===== src/mrd_pkg.sv =====
// constants for the mid-range instruction decode and execute core
package mrd_pkg;
  // instruction groups, top two opcode bits
  localparam logic [1:0] GRP_BYTE = 2'h0;
  localparam logic [1:0] GRP_BIT  = 2'h1;
  localparam logic [1:0] GRP_CTL  = 2'h2;
  localparam logic [1:0] GRP_LIT  = 2'h3;
  // byte operation codes, bits 11:8
  localparam logic [3:0] OP_RLC   = 4'hD;
  localparam logic [3:0] OP_RRC   = 4'hC;
  localparam logic [3:0] OP_SUBF  = 4'h2;
  localparam logic [3:0] OP_SWAP  = 4'hE;
  localparam logic [3:0] OP_XORF  = 4'h6;
  localparam logic [3:0] OP_MISC  = 4'h0;
  // low byte of the fixed control words
  localparam logic [7:0] W_CLRWD  = 8'h64;
  localparam logic [7:0] W_SLEEP  = 8'h63;
  localparam logic [7:0] W_RETI   = 8'h09;
  localparam logic [7:0] W_RET    = 8'h08;
  // bit operation codes, bits 11:10
  localparam logic [1:0] BOP_CLR  = 2'h0;
  localparam logic [1:0] BOP_SET  = 2'h1;
  localparam logic [1:0] BOP_SKC  = 2'h2;
  localparam logic [1:0] BOP_SKS  = 2'h3;
  // literal operation codes, bits 11:8; don't-care low bits are zero here
  // and the decoder compares only the upper bits of those codes
  localparam logic [3:0] LIT_ADD  = 4'hE;
  localparam logic [3:0] LIT_SUB  = 4'hC;
  localparam logic [3:0] LIT_AND  = 4'h9;
  localparam logic [3:0] LIT_IOR  = 4'h8;
  localparam logic [3:0] LIT_XOR  = 4'hA;
  localparam logic [3:0] LIT_MOV  = 4'h0;
  localparam logic [3:0] LIT_RET  = 4'h4;
  // file register addresses handled by the core itself
  localparam logic [6:0] FA_TMR   = 7'h01;
  localparam logic [6:0] FA_PCL   = 7'h02;
  localparam logic [6:0] FA_STAT  = 7'h03;
  localparam logic [6:0] FA_PORT  = 7'h06;
  localparam logic [6:0] FA_PCLH  = 7'h0A;
  // status register bit positions
  localparam int SB_C  = 0;
  localparam int SB_DC = 1;
  localparam int SB_Z  = 2;
  // apb register byte offsets and fields
  localparam logic [7:0] A_CTRL   = 8'h00;
  localparam logic [7:0] A_CORE   = 8'h04;
  localparam logic [7:0] A_PC     = 8'h08;
  localparam int CTRL_RUN = 0;
  localparam int CTRL_PSA = 1;
  // reset values
  localparam logic [12:0] PC_RST  = 13'h0000;
  localparam logic        RUN_RST = 1'h1;
  localparam logic        PSA_RST = 1'h0;
  // sequencer states
  typedef enum logic [1:0] {ST_EXEC, ST_FLUSH, ST_STBY} mrd_state_e;
endpackage


===== src/mrd_core.sv =====
// instruction decode and execute core with apb control and status access
// Summary of operation
// - rotate left through carry, carry only
// - rotate right through carry, carry only
// - xor w with register, zero flag only
// - bit clear and set, flags untouched
// - skip next when tested bit is clear
// - skip next when tested bit is set
// - add immediate to w, arithmetic flags
// - immediate minus w into w, arithmetic flags
// - or immediate into w, zero flag
// - xor immediate into w, zero flag
// - watchdog clear sets timeout and powerdown flags
// - standby entry, update timeout and powerdown flags
// - interrupt return pops pc, two cycles
// - return pops pc, two cycles, no flags
// - return with immediate loads w and pops
// - destination bit picks w or register
// - port read-modify-write uses pin levels
// - timer count write clears assigned prescaler
// - branches and true skips take two cycles
// - call pushes pc+1, upper bits from latch
//
// Chosen here: the address map and register access over APB.
module mrd_core
  import mrd_pkg::*;
(
  input  wire logic        clock,
  input  wire logic        sys_rst,
  input  wire logic [13:0] prog_data,
  output logic      [12:0] prog_addr,
  input  wire logic [7:0]  port_pins,
  output logic      [7:0]  port_latch,
  input  wire logic        wake,
  output logic             standby,
  output logic             wdt_clear,
  output logic             psc_clear,
  input  wire logic        psel,
  input  wire logic        penable,
  input  wire logic        pwrite,
  input  wire logic [7:0]  paddr,
  input  wire logic [31:0] pwdata,
  output logic      [31:0] prdata,
  output logic             pready,
  output logic             pslverr
);

  // core state
  logic [12:0] pc_reg;          // program counter
  logic [7:0]  w_reg;           // working register
  logic        c_reg;           // carry flag
  logic        dc_reg;          // half carry flag
  logic        z_reg;           // zero flag
  logic        to_reg;          // timeout flag
  logic        pd_reg;          // powerdown flag
  logic [4:0]  pch_reg;         // pc high latch
  logic [7:0]  port_reg;        // port output latch
  logic [12:0] stk_mem [0:7];   // return stack, wraps on overflow
  logic [2:0]  sp_reg;          // next free stack slot
  logic [7:0]  ram_mem [0:127]; // general file registers
  mrd_state_e  state_reg;       // sequencer state
  logic        standby_reg;     // standby indication
  logic        wdt_clr_reg;     // watchdog clear pulse
  logic        psc_clr_reg;     // prescaler clear pulse
  // software control
  logic        run_reg;         // core executes while set
  logic        psa_reg;         // prescaler assigned to timer
  // apb answer
  logic [31:0] prdata_reg;
  logic        pready_reg;
  logic        pslverr_reg;

  // decode results
  logic        go;              // an instruction executes this cycle
  logic [6:0]  fa;              // file address field
  logic [2:0]  bsel;            // bit index field
  logic [7:0]  kv;              // eight-bit immediate
  logic [7:0]  bmask;           // one-hot bit mask
  logic [7:0]  fv;              // file operand
  logic [12:0] ret_pc;          // top of stack
  logic [7:0]  res;             // operation result
  logic [9:0]  as;              // adder carry, half carry, sum
  logic        wr_w;            // result goes to w
  logic        wr_f;            // result goes to file register
  logic        upd_c;
  logic        upd_dc;
  logic        upd_z;
  logic        c_n;
  logic        dc_n;
  logic        do_jump;         // pc loaded from tgt
  logic        do_skip;         // next word discarded
  logic        do_push;
  logic        do_pop;
  logic        do_wdt;
  logic        do_sleep;
  logic [12:0] tgt;

  assign go     = run_reg && state_reg == ST_EXEC;
  assign fa     = prog_data[6:0];
  assign bsel   = prog_data[9:7];
  assign kv     = prog_data[7:0];
  assign bmask  = 8'h01 << bsel;
  assign ret_pc = stk_mem[sp_reg - 3'h1];

  // outputs straight from flops
  assign prog_addr  = pc_reg;
  assign port_latch = port_reg;
  assign standby    = standby_reg;
  assign wdt_clear  = wdt_clr_reg;
  assign psc_clear  = psc_clr_reg;
  assign prdata     = prdata_reg;
  assign pready     = pready_reg;
  assign pslverr    = pslverr_reg;

  // eight-bit add with carry-in, returns {carry, half carry, sum}
  // subtraction is done as a + ~b + 1, so carry means no borrow
  function automatic logic [9:0] mrd_add(input logic [7:0] a,
                                         input logic [7:0] b,
                                         input logic       cin);
    logic [4:0] lo;
    logic [4:0] hi;
    lo = {1'h0, a[3:0]} + {1'h0, b[3:0]} + {4'h0, cin};
    hi = {1'h0, a[7:4]} + {1'h0, b[7:4]} + {4'h0, lo[4]};
    return {hi[4], lo[4], hi[3:0], lo[3:0]};
  endfunction

  // file operand fetch
  always_comb
  begin
    if (fa == FA_PCL)
      fv = pc_reg[7:0];
    else if (fa == FA_STAT)
      fv = {3'h0, to_reg, pd_reg, z_reg, dc_reg, c_reg};
    else if (fa == FA_PORT)
      fv = port_pins;                 // pins, not latch
    else if (fa == FA_PCLH)
      fv = {3'h0, pch_reg};
    else
      fv = ram_mem[fa];
  end

  // instruction decode; unlisted codes fall through as no_operation
  always_comb
  begin
    res      = fv;
    as       = 10'h000;
    wr_w     = 1'h0;
    wr_f     = 1'h0;
    upd_c    = 1'h0;
    upd_dc   = 1'h0;
    upd_z    = 1'h0;
    do_jump  = 1'h0;
    do_skip  = 1'h0;
    do_push  = 1'h0;
    do_pop   = 1'h0;
    do_wdt   = 1'h0;
    do_sleep = 1'h0;
    tgt      = pc_reg + 13'h0001;
    case (prog_data[13:12])
      GRP_BYTE:
      begin
        case (prog_data[11:8])
          OP_RLC:
          begin
            res   = {fv[6:0], c_reg};
            as[9] = fv[7];
            upd_c = 1'h1;
          end
          OP_RRC:
          begin
            res   = {c_reg, fv[7:1]};
            as[9] = fv[0];
            upd_c = 1'h1;
          end
          OP_SUBF:
          begin
            as     = mrd_add(fv, ~w_reg, 1'h1);
            res    = as[7:0];
            upd_c  = 1'h1;
            upd_dc = 1'h1;
            upd_z  = 1'h1;
          end
          OP_SWAP:
            res = {fv[3:0], fv[7:4]};
          OP_XORF:
          begin
            res   = w_reg ^ fv;
            upd_z = 1'h1;
          end
          default:
            ;
        endcase
        // destination select for the byte operations decoded above
        if (prog_data[11:8] != OP_MISC)
        begin
          if (prog_data[11:8] == OP_RLC || prog_data[11:8] == OP_RRC ||
              prog_data[11:8] == OP_SUBF || prog_data[11:8] == OP_SWAP ||
              prog_data[11:8] == OP_XORF)
          begin
            wr_w = !prog_data[7];
            wr_f = prog_data[7];
          end
        end
        else if (kv == W_CLRWD)
          do_wdt = 1'h1;
        else if (kv == W_SLEEP)
          do_sleep = 1'h1;
        else if (kv == W_RETI || kv == W_RET)
        begin
          do_jump = 1'h1;
          do_pop  = 1'h1;
          tgt     = ret_pc;
        end
      end
      GRP_BIT:
      begin
        case (prog_data[11:10])
          BOP_CLR:
          begin
            res  = fv & ~bmask;
            wr_f = 1'h1;
          end
          BOP_SET:
          begin
            res  = fv | bmask;
            wr_f = 1'h1;
          end
          BOP_SKC:
            do_skip = !fv[bsel];
          default:
            do_skip = fv[bsel];
        endcase
      end
      GRP_CTL:
      begin
        // upper two pc bits always come from the latch
        do_jump = 1'h1;
        tgt     = {pch_reg[4:3], prog_data[10:0]};
        do_push = !prog_data[11];
      end
      default:
      begin
        // codes with don't-care low bits compare only their upper bits
          if (prog_data[11:9] == LIT_ADD[3:1])
          begin
            as     = mrd_add(w_reg, kv, 1'h0);
            res    = as[7:0];
            wr_w   = 1'h1;
            upd_c  = 1'h1;
            upd_dc = 1'h1;
            upd_z  = 1'h1;
          end
          else if (prog_data[11:9] == LIT_SUB[3:1])
          begin
            as     = mrd_add(kv, ~w_reg, 1'h1);
            res    = as[7:0];
            wr_w   = 1'h1;
            upd_c  = 1'h1;
            upd_dc = 1'h1;
            upd_z  = 1'h1;
          end
          else if (prog_data[11:8] == LIT_AND)
          begin
            res   = w_reg & kv;
            wr_w  = 1'h1;
            upd_z = 1'h1;
          end
          else if (prog_data[11:8] == LIT_IOR)
          begin
            res   = w_reg | kv;
            wr_w  = 1'h1;
            upd_z = 1'h1;
          end
          else if (prog_data[11:8] == LIT_XOR)
          begin
            res   = w_reg ^ kv;
            wr_w  = 1'h1;
            upd_z = 1'h1;
          end
          else if (prog_data[11:10] == LIT_MOV[3:2])
          begin
            res  = kv;
            wr_w = 1'h1;
          end
          else if (prog_data[11:10] == LIT_RET[3:2])
          begin
            res     = kv;
            wr_w    = 1'h1;
            do_jump = 1'h1;
            do_pop  = 1'h1;
            tgt     = ret_pc;
          end
      end
    endcase
  end

  assign c_n  = as[9];
  assign dc_n = as[8];

  // sequencer; a jump or true skip adds one discarded no_operation cycle
  always_ff @(posedge clock or posedge sys_rst)
  begin
    if (sys_rst)
    begin
      pc_reg      <= PC_RST;
      state_reg   <= ST_EXEC;
      standby_reg <= 1'h0;
    end
    else
    begin
      case (state_reg)
        ST_EXEC:
        begin
          if (!run_reg)
            pc_reg <= pc_reg;           // halted by software
          else if (do_sleep)
          begin
            pc_reg      <= pc_reg + 13'h0001;
            state_reg   <= ST_STBY;
            standby_reg <= 1'h1;
          end
          else if (do_jump)
          begin
            pc_reg    <= tgt;
            state_reg <= ST_FLUSH;
          end
          else if (do_skip)
          begin
            pc_reg    <= pc_reg + 13'h0002;
            state_reg <= ST_FLUSH;
          end
          else
            pc_reg <= pc_reg + 13'h0001;
        end
        ST_FLUSH:
          state_reg <= ST_EXEC;         // discarded slot runs as no_operation
        default:
        begin
          if (wake)
          begin
            state_reg   <= ST_EXEC;
            standby_reg <= 1'h0;
          end
        end
      endcase
    end
  end

  // stack pointer; eight levels, wraps silently like the real stack
  always_ff @(posedge clock or posedge sys_rst)
  begin
    if (sys_rst)
      sp_reg <= 3'h0;
    else if (go && do_push)
      sp_reg <= sp_reg + 3'h1;
    else if (go && do_pop)
      sp_reg <= sp_reg - 3'h1;
  end

  // stack storage, no reset needed
  always_ff @(posedge clock)
  begin
    if (go && do_push)
      stk_mem[sp_reg] <= pc_reg + 13'h0001;
  end

  // working register
  always_ff @(posedge clock or posedge sys_rst)
  begin
    if (sys_rst)
      w_reg <= 8'h00;
    else if (go && wr_w)
      w_reg <= res;
  end

  // arithmetic flags; an operation's own update wins over a file write
  always_ff @(posedge clock or posedge sys_rst)
  begin
    if (sys_rst)
    begin
      c_reg  <= 1'h0;
      dc_reg <= 1'h0;
      z_reg  <= 1'h0;
    end
    else if (go)
    begin
      if (upd_c)
        c_reg <= c_n;
      else if (wr_f && fa == FA_STAT)
        c_reg <= res[SB_C];
      if (upd_dc)
        dc_reg <= dc_n;
      else if (wr_f && fa == FA_STAT)
        dc_reg <= res[SB_DC];
      if (upd_z)
        z_reg <= (res == 8'h00);
      else if (wr_f && fa == FA_STAT)
        z_reg <= res[SB_Z];
    end
  end

  // timeout and powerdown flags, read-only to file writes
  always_ff @(posedge clock or posedge sys_rst)
  begin
    if (sys_rst)
    begin
      to_reg <= 1'h1;
      pd_reg <= 1'h1;
    end
    else if (go && do_wdt)
    begin
      to_reg <= 1'h1;
      pd_reg <= 1'h1;
    end
    else if (go && do_sleep)
    begin
      to_reg <= 1'h1;
      pd_reg <= 1'h0;
    end
  end

  // core file registers; the low pc byte is read-only here
  always_ff @(posedge clock or posedge sys_rst)
  begin
    if (sys_rst)
    begin
      pch_reg  <= 5'h00;
      port_reg <= 8'h00;
    end
    else if (go && wr_f)
    begin
      if (fa == FA_PCLH)
        pch_reg <= res[4:0];
      else if (fa == FA_PORT)
        port_reg <= res;
    end
  end

  // general file registers
  always_ff @(posedge clock)
  begin
    if (go && wr_f && fa != FA_PCLH && fa != FA_PORT && fa != FA_STAT)
      ram_mem[fa] <= res;
  end

  // one-cycle pulses to the watchdog and timer prescaler
  always_ff @(posedge clock or posedge sys_rst)
  begin
    if (sys_rst)
    begin
      wdt_clr_reg <= 1'h0;
      psc_clr_reg <= 1'h0;
    end
    else
    begin
      wdt_clr_reg <= go && do_wdt;
      psc_clr_reg <= go && wr_f && fa == FA_TMR && psa_reg;
    end
  end

  // apb answer: pready rises on the second access cycle
  always_ff @(posedge clock or posedge sys_rst)
  begin
    if (sys_rst)
    begin
      pready_reg  <= 1'h0;
      pslverr_reg <= 1'h0;
      prdata_reg  <= 32'h0000_0000;
    end
    else
    begin
      pready_reg <= psel && penable && !pready_reg;
      if (psel && penable && !pready_reg)
      begin
        pslverr_reg <= 1'h0;
        if (paddr == A_CTRL)
          prdata_reg <= {30'h0, psa_reg, run_reg};
        else if (paddr == A_CORE)
          prdata_reg <= {18'h0, standby_reg, to_reg, pd_reg, z_reg,
                         dc_reg, c_reg, w_reg};
        else if (paddr == A_PC)
          prdata_reg <= {13'h0, sp_reg, 3'h0, pc_reg};
        else
        begin
          prdata_reg  <= 32'h0000_0000;   // unmapped answers with an error
          pslverr_reg <= 1'h1;
        end
      end
    end
  end

  // control register write, taken at the completing edge
  always_ff @(posedge clock or posedge sys_rst)
  begin
    if (sys_rst)
    begin
      run_reg <= RUN_RST;
      psa_reg <= PSA_RST;
    end
    else if (psel && penable && pready_reg && pwrite && paddr == A_CTRL)
    begin
      run_reg <= pwdata[CTRL_RUN];
      psa_reg <= pwdata[CTRL_PSA];
    end
  end
endmodule


===== config.mk =====
export PLATFORM = sky130hd
export DESIGN_NAME = mrd_core
export DESIGN_NICKNAME = d
export VERILOG_FILES = /design/src/mrd_pkg.sv /design/src/mrd_core.sv
export SDC_FILE = /design/constraint.sdc
export NUM_CORES = 1
export LEC_CHECK = 0
export ABC_CLOCK_PERIOD_IN_PS = 28000
export BUFFER_PORTS_ARGS = -buffer_cell sky130_fd_sc_hd__buf_2
export CORE_ASPECT_RATIO = 1.5
export CORE_UTILIZATION = 42
export DETAILED_ROUTE_END_ITERATION = 12
export GPL_ROUTABILITY_DRIVEN = 0
export PLACE_DENSITY = 0.66
export SLEW_MARGIN = 20
export SYNTH_ARGS = -nofsm -noshare
export SYNTH_HDL_FRONTEND = slang
export SYNTH_SLANG_ARGS = --single-unit
export TNS_END_PERCENT = 100

===== constraint.sdc =====
create_clock -name clock -period 28 [get_ports clock]
set_input_delay 2.8 -clock clock [delete_from_list [all_inputs] [get_ports clock]]
set_output_delay 2.8 -clock clock [all_outputs]
set_load 0.03 [all_outputs]

==> results.yml, run 1 <==
status:
  status: "finished, final reports clean"
logic_synthesis:
  synth_flop_cell: "edfxtp_1"
  synthArstFlopShare_pct: 5.61
  synth_edf_count: 1127
  syn-cell-area_um2: 50400
  synth.distinct_cells: 84
  syn_area_per_cell_um2: 16.8
  seq_area_frac_synth_pct: 70.5
  yosysTopAreaCellShare_pct: 67.1
  yosysWarningCount: 0
  synth_cells: 3008
  yosysTopAreaCell: "edfxtp_1"
  synth-seq-cells: 1194
  synthTopCellsByArea: "edfxtp_1, mux4_2, mux2i_1, dfrtp_1, nor2_1"
critical_path:
  arrival_ns: 12.09
  required_ns: 28.36
  crit_type: "input pin to register"
  worstSetupEndpointType: "register"
  path_max_fanout: 97
  critPathLaunchType: "input pin"
floorplan:
  ios: 126
  initial_utilization_pct: 42.3
  core_um2: 119000
  die-width_um: 285
  dieArea_um2: 121000
  die_h_um: 426
  floorplan.rows: 155
finish:
  fill_cells: 10008
  area_growth_pct: 11.4
  largest_register_ffs: 1023
  instances_no_fill: 4769
  nets: 3231
  seq_area_um2: 35500
  multiInputGateArea_um2: 14100
  drive_above_1_share_pct: 18.9
timing:
  min_period_ns: 11.73
  hold_violations: 0
  fin_tns_setup_ns: 0
  timing.final.ws_setup_ns: 16.27
  fmax_mhz: 85.3
  setup_violations: 0
  max_slew_margin_pct: 25.2
  drv_slew: 0
  period_share_pct: 41.9
  tightest_slew_ns: 1.12
  skew_ns: 0.0373
  rsz0062_at_grt: "false"
route:
  drt_iter0_markers: 3263
  vias_per_cell: 6.09
  drtPass1Iterations: 7
  ant_nets: 0
  route.detailed.drc: 0
  routed_wl_um: 138000
  wl_per_cell_um: 29.0
  vias: 29026
clocking:
  clkSlewWorstSetupHoldPaths_ns: 0.07
  clock-root-buffer: "clkbuf_16"
  cts_resized: 0
  cts_setup_buffers: 0
  cts_tree: "yes"
  cts_made_buffers: 101
  cts_hold_buffers: 0
  cts_sinks: 1194
  clockBufferDepth: 3
  htree_levels: 3
  clk_latency_ns: 0.73
power_and_ir_drop:
  p_sw_uw: 903
  p_leak_nw: 18.4
  vdd_ir_drop_max_v: 0.0000521
  powerDensity_nw_per_um2: 67.8
  p_clk_share_pct: 37.5
  seqPwrFrac_pct: 53.4
  p_int_mw: 2.90
  p_sw_share_pct: 23.7
  pwr-share-comb_pct: 9.1
placed_design:
  pre_cts_slack_ns: 15.88
  numPortBuffers: 80
  place_inst: 4584
  dp_hpwl_um: 87100
global_routing:
  track_usage_pct: 22.7
  antenna_found_initial: 2
  grt_max_degree: 105
  gr-total-overflow: 0
  first_global_vias: 29054
  grt_pass1_wl_um: 200000
job:
  cap_violations: 0
worst_hold_path:
  hold_path.class: "register to register"
[placed cells by master, fill, tap and decap left out, drive strengths merged, types with 30 or more instances in the layout]
cell       n
mux4     211
nand2    144
conb      38
edfxtp  1127
mux2      38
o21ai     79
a21oi     98
mux2i    191
dfrtp     65
ha        36
nor3      36
nor2     263
clkbuf   116
buf      163
inv       46
clkinv    50
a22oi     31
o22ai     44
nand3     45
a211oi    35
a221oi    30
[synth_stat cells (6+ instances only)]
library cell,n
a2111oi_0,13
a211oi_1,35
a21o_1,7
a21oi_1,98
a221oi_1,30
a22o_1,12
a22oi_1,31
a31oi_1,17
a32oi_1,10
and2_1,11
and3_1,13
buf_1,17
buf_2,49
buf_4,28
clkbuf_1,97
dfrtp_1,65
edfxtp_1,1127
fa_1,9
ha_1,36
inv_1,41
mux2_2,38
mux2i_1,191
mux4_2,209
nand2_1,144
nand2b_1,10
nand3_1,45
nand4_1,11
nor2_1,262
nor2b_1,15
nor3_1,36
nor4_1,9
o211ai_1,11
o21ai_0,79
o221ai_1,24
o22ai_1,44
o31ai_1,9
or2_2,6
or4_1,9
xnor2_1,20
[power by group through the flow]
| stage | Clock, mW | Combinational (mW) | Sequential (mW) |
|---|---|---|---|
| 2_1_floorplan | 0 | 0.194 | 2.09 |
| 3_3_place_gp | 0 | 0.331 | 2.07 |
| 3_5_place_dp | 0 | 0.339 | 2.07 |
| 4_1_cts | 1.45 | 0.340 | 2.03 |
| 5_1_grt | 1.50 | 0.363 | 2.03 |
| 6_report | 1.43 | 0.345 | 2.03 |
[layout make-up]
cell class | count | area share (%)
inverter | 46 | 0.312
timing repair buffer | 163 | 1.93
multi-input combinational | 1612 | 25.1
tap | 1570 | 3.50
sequential | 1194 | 63.3
clock buffer | 116 | 4.64
clock inverter | 67 | 1.29
antenna | 1 | 0.00446
[worst paths after layout]
| check | startpoint | to | slack [ns] | cells past startpoint |
|---|---|---|---|---|
| worst min register to register | prdata[16] | prdata[16] | 0.47 | 2 |
| worst min-delay path | prdata[16] | prdata[16] | 0.47 | 2 |
| max in group asynchronous | sys_rst | sp_reg[0] | 24.95 | 3 |
| worst max register to register | ram_mem[36][0] | ram_mem[82][6] | 20.13 | 22 |
| min in group asynchronous | sys_rst | port_latch[6] | 2.33 | 3 |
| worst max-delay path | prog_data[1] | ram_mem[82][6] | 16.27 | 26 |
[layer usage]
layer | global-route usage (%) | vias up | wire length (µm)
li1 | - | 12203 | -
met1 | 26.3 | 14848 | 48300
met2 | 39.4 | 1564 | 70500
met3 | 3.49 | 409 | 10400
met4 | 13.8 | 2 | 8990
met5 | 0 | - | 13
[critical path: stages]
cell and delay, ns:
buf_8 0.40, buf_12 0.55, buf_4 0.58, buf_4 0.78, mux2i_1 0.29, o221ai_1 0.14
a211oi_1 0.60, a211oi_1 0.22, nor4_1 0.56, o31ai_1 0.28, inv_1 0.23, ha_1 0.19
inv_1 0.06, fa_1 0.42, a21o_1 0.18, a21oi_1 0.78, fa_1 0.37, fa_1 0.21
nor2b_1 0.06, a21oi_1 0.10, o21ai_0 0.09, o21ai_0 0.10, o221ai_1 0.19, a31oi_4 0.30
buf_4 0.45, buf_4 0.79
[per-stage QoR]
step	power (mW)	utilization (%)	cell area (µm²)	hold WS, ns
after floorplan	2.29	-	50600	0.482
after global placement	2.40	44.3	52800	0.447
after CTS	3.82	47.1	56100	0.474
after global routing	3.90	47.2	56200	0.499
final	3.81	47.2	56200	0.468
after detailed placement	2.41	44.3	52800	0.458
[logic make-up (layout without fill, tap and decap cells)]
group                    after synthesis  in the layout  share of synthesized area [%]
flip-flops                          1194           1194                           70.5
XOR/XNOR                              23             23                          0.400
AND/OR/NAND/NOR                      596            596                           5.26
adder cells (fa/ha/maj)               45             45                           1.25
AO/OA/AOI/OAI                        470            470                           6.39
other                                  1             39                        0.00744
multiplexers                         440            440                           14.1
buffers and inverters                239            392                           2.15
No activity file was read; power rests on OpenSTA's default activity.
==> run 2: changes to the inputs <==
Settings changed: ABC_AREA set to 1, ABC_CLOCK_PERIOD_IN_PS 28000 to 10700, PLACE_DENSITY 0.66 to 0.68.
Clock period 28 ns to 10.7 ns, I/O delays scaled along.
==> run 2 against run 1 <==
  * Combinational power rose to 5.8 times the previous value
  * Count of clock-buffer cells in the layout up 2
  * Sequential share of layout area down 1.3 points
  * Global-route usage up 0.65 points
  * Clock skew up 0.0044 ns
  * Final cell count up 40%
  * First-iteration DRC count up 11%
  * Hold slack better by 0.0033 ns
  * Core utilization down 0.29 points
  * Critical path depth up 8
  * Critical path type unchanged
  * Synthesized cell count up 65%
  * Setup slack worse by 14 ns
  * Highest routed layer unchanged
==> results.yml, run 2 <==
status:
  status: "finished, final reports clean"
timing:
  period_share_pct: 74.9
  timing.final.ws_setup_ns: 2.69
  min_period_ns: 8.01
  fmax_mhz: 125
  skew_ns: 0.0417
  tightest_slew_ns: 1.08
  rsz0062_at_grt: "false"
  hold_violations: 0
  max_slew_margin_pct: 27.9
  setup_violations: 0
  drv_slew: 0
  fin_tns_setup_ns: 0
global_routing:
  gr-total-overflow: 0
  track_usage_pct: 23.3
  first_global_vias: 35014
  grt_pass1_wl_um: 216000
  grt_max_degree: 97
  antenna_found_initial: 1
floorplan:
  die_h_um: 433
  die-width_um: 289
  ios: 126
  floorplan.rows: 157
  core_um2: 122000
  initial_utilization_pct: 42.4
  dieArea_um2: 125000
route:
  wl_per_cell_um: 21.8
  drtPass1Iterations: 6
  routed_wl_um: 146000
  route.detailed.drc: 0
  vias_per_cell: 5.45
  ant_nets: 0
  vias: 36477
  drt_iter0_markers: 3619
finish:
  final_common_cell: "nand2_1"
  seq_area_um2: 35600
  largest_register_ffs: 1024
  insertedDiodeCount: 0
  instances_no_fill: 6690
  drive_above_1_share_pct: 7.41
  area_growth_pct: 10.5
  multiInputGateArea_um2: 14700
  mostFrequentLayoutCells: "nand2_1, edfxtp_1, nor2_1"
  fin_util_pct: 46.9
  fill_cells: 10853
  nets: 5132
clocking:
  clockBufferDepth: 3
  cts_hold_buffers: 0
  cts_tree: "yes"
  clk_latency_ns: 0.74
  cts_resized: 0
  clkSlewWorstSetupHoldPaths_ns: 0.07
  cts_made_buffers: 102
  cts_sinks: 1195
  htree_levels: 3
  clock-root-buffer: "clkbuf_16"
  cts_setup_buffers: 0
critical_path:
  critPathMostFrequentCell: "nand2_1"
  arrival_ns: 8.52
  critPathLaunchType: "input pin"
  r2r_start: "ram_mem[12][0]"
  r2r_cells: 33
  worstSetupEndpointType: "register"
  worstSetupStartpoint: "prog_data[1]"
  crit_type: "input pin to register"
  slowest_stage: "inv_4"
  r2r_setup_slack_ns: 4.20
  slowest_delay_ns: 0.83
  r2r_end: "ram_mem[93][7]"
  path_max_fanout: 96
  required_ns: 11.21
logic_synthesis:
  synth_edf_count: 1128
  synth_common_cells: "nand2_1, edfxtp_1, nor2_1, nand3_1, inv_1"
  syn-cell-area_um2: 51900
  synth.distinct_cells: 53
  yosysWarningCount: 0
  synth_flop_cell: "edfxtp_1"
  yosysTopAreaCell: "edfxtp_1"
  synth_cells: 4958
  synth-seq-cells: 1195
  synthArstFlopShare_pct: 5.61
  synthTopCellsByArea: "edfxtp_1, nand2_1, dfrtp_1, nor2_1, nand3_1"
  yosysTopAreaCellShare_pct: 65.3
  yosysMostFrequentCell: "nand2_1"
  seq_area_frac_synth_pct: 68.5
  syn_area_per_cell_um2: 10.5
placed_design:
  pre_cts_slack_ns: 2.21
  dp_hpwl_um: 89900
  place_inst: 6505
  numPortBuffers: 80
power_and_ir_drop:
  p_total_mw: 11.3
  p_leak_nw: 21.9
  vdd_ir_drop_max_v: 0.000144
  powerDensity_nw_per_um2: 197
job:
  cap_violations: 0
worst_hold_path:
  whs_path_depth: 2
  min_from: "prdata[0]"
  holdPathEnd: "prdata[0]"
  hold_path.class: "register to register"
[run 2: cell count changes after synthesis, sizes merged, moves of 121 or more]
cell   previous run  this run
mux2i           191         0
nor2            263       421
inv              41       169
nand3            45       166
mux4            211         0
nand2           144      2153
[run 2: worst max-delay path by stage]
stage / slack [ns] / depth (start not counted) / end
after global placement: 2.27 / 33 / ram_mem[90][6]
after global routing: 2.30 / 34 / ram_mem[93][7]
after detailed placement: 2.21 / 34 / ram_mem[88][7]
final: 2.69 / 34 / ram_mem[93][7]
after floorplan: 3.02 / 23 / ram_mem[0][0]
after CTS: 2.94 / 34 / ram_mem[93][7]
[run 2: logic make-up (layout without fill, tap and decap cells)]
family	after synthesis	count (layout)	share of synthesized area, %
flops	1195	1195	68.5
buf+inv	416	520	3.65
fa+ha+maj	45	45	1.21
other cells	1	39	0.00722
simple gates	2857	2857	21.7
mux	2	2	0.0434
xor+xnor	20	20	0.337
compound gates	422	422	4.56
[run 2: area by class of cell]
class / count / area share [%]
timing repair buffer: 159 / 1.88
inverter: 176 / 1.20
tap: 1590 / 3.47
clock buffer: 118 / 4.68
sequential: 1195 / 62.0
clock inverter: 67 / 1.16
multi-input combinational: 3385 / 25.6
[run 2: stage by stage]
stage	area (µm²)	hold WS (ns)
2_1_floorplan	52100	0.448
3_3_place_gp	54000	0.455
3_5_place_dp	54000	0.462
4_1_cts	57400	0.478
5_1_grt	57400	0.514
6_report	57400	0.472
[run 2: power by group]
| group | switching [mW] | leakage, nW | internal, mW |
|---|---|---|---|
| Combinational | 1.51 | 9.17 | 0.486 |
| Sequential | 0.136 | 11.1 | 5.44 |
| Clock | 1.70 | 1.63 | 2.05 |
| Total | 3.34 | 21.9 | 7.97 |
[run 2: metal layers]
metal,global-route usage (%),vias up,share of wire [%]
li1,-,16762,-
met1,26.6,17411,35
met2,40.3,1843,50
met3,3.60,459,8.0
met4,15.3,2,6.9
met5,0,-,0.0089
[run 2: worst max-delay path: cells and delay by family]
family	cells	cell delay, ns
AND/OR/NAND/NOR	18	2.80
adder cells (fa/ha/maj)	3	0.86
AO/OA/AOI/OAI	6	0.65
buffers and inverters	7	2.96
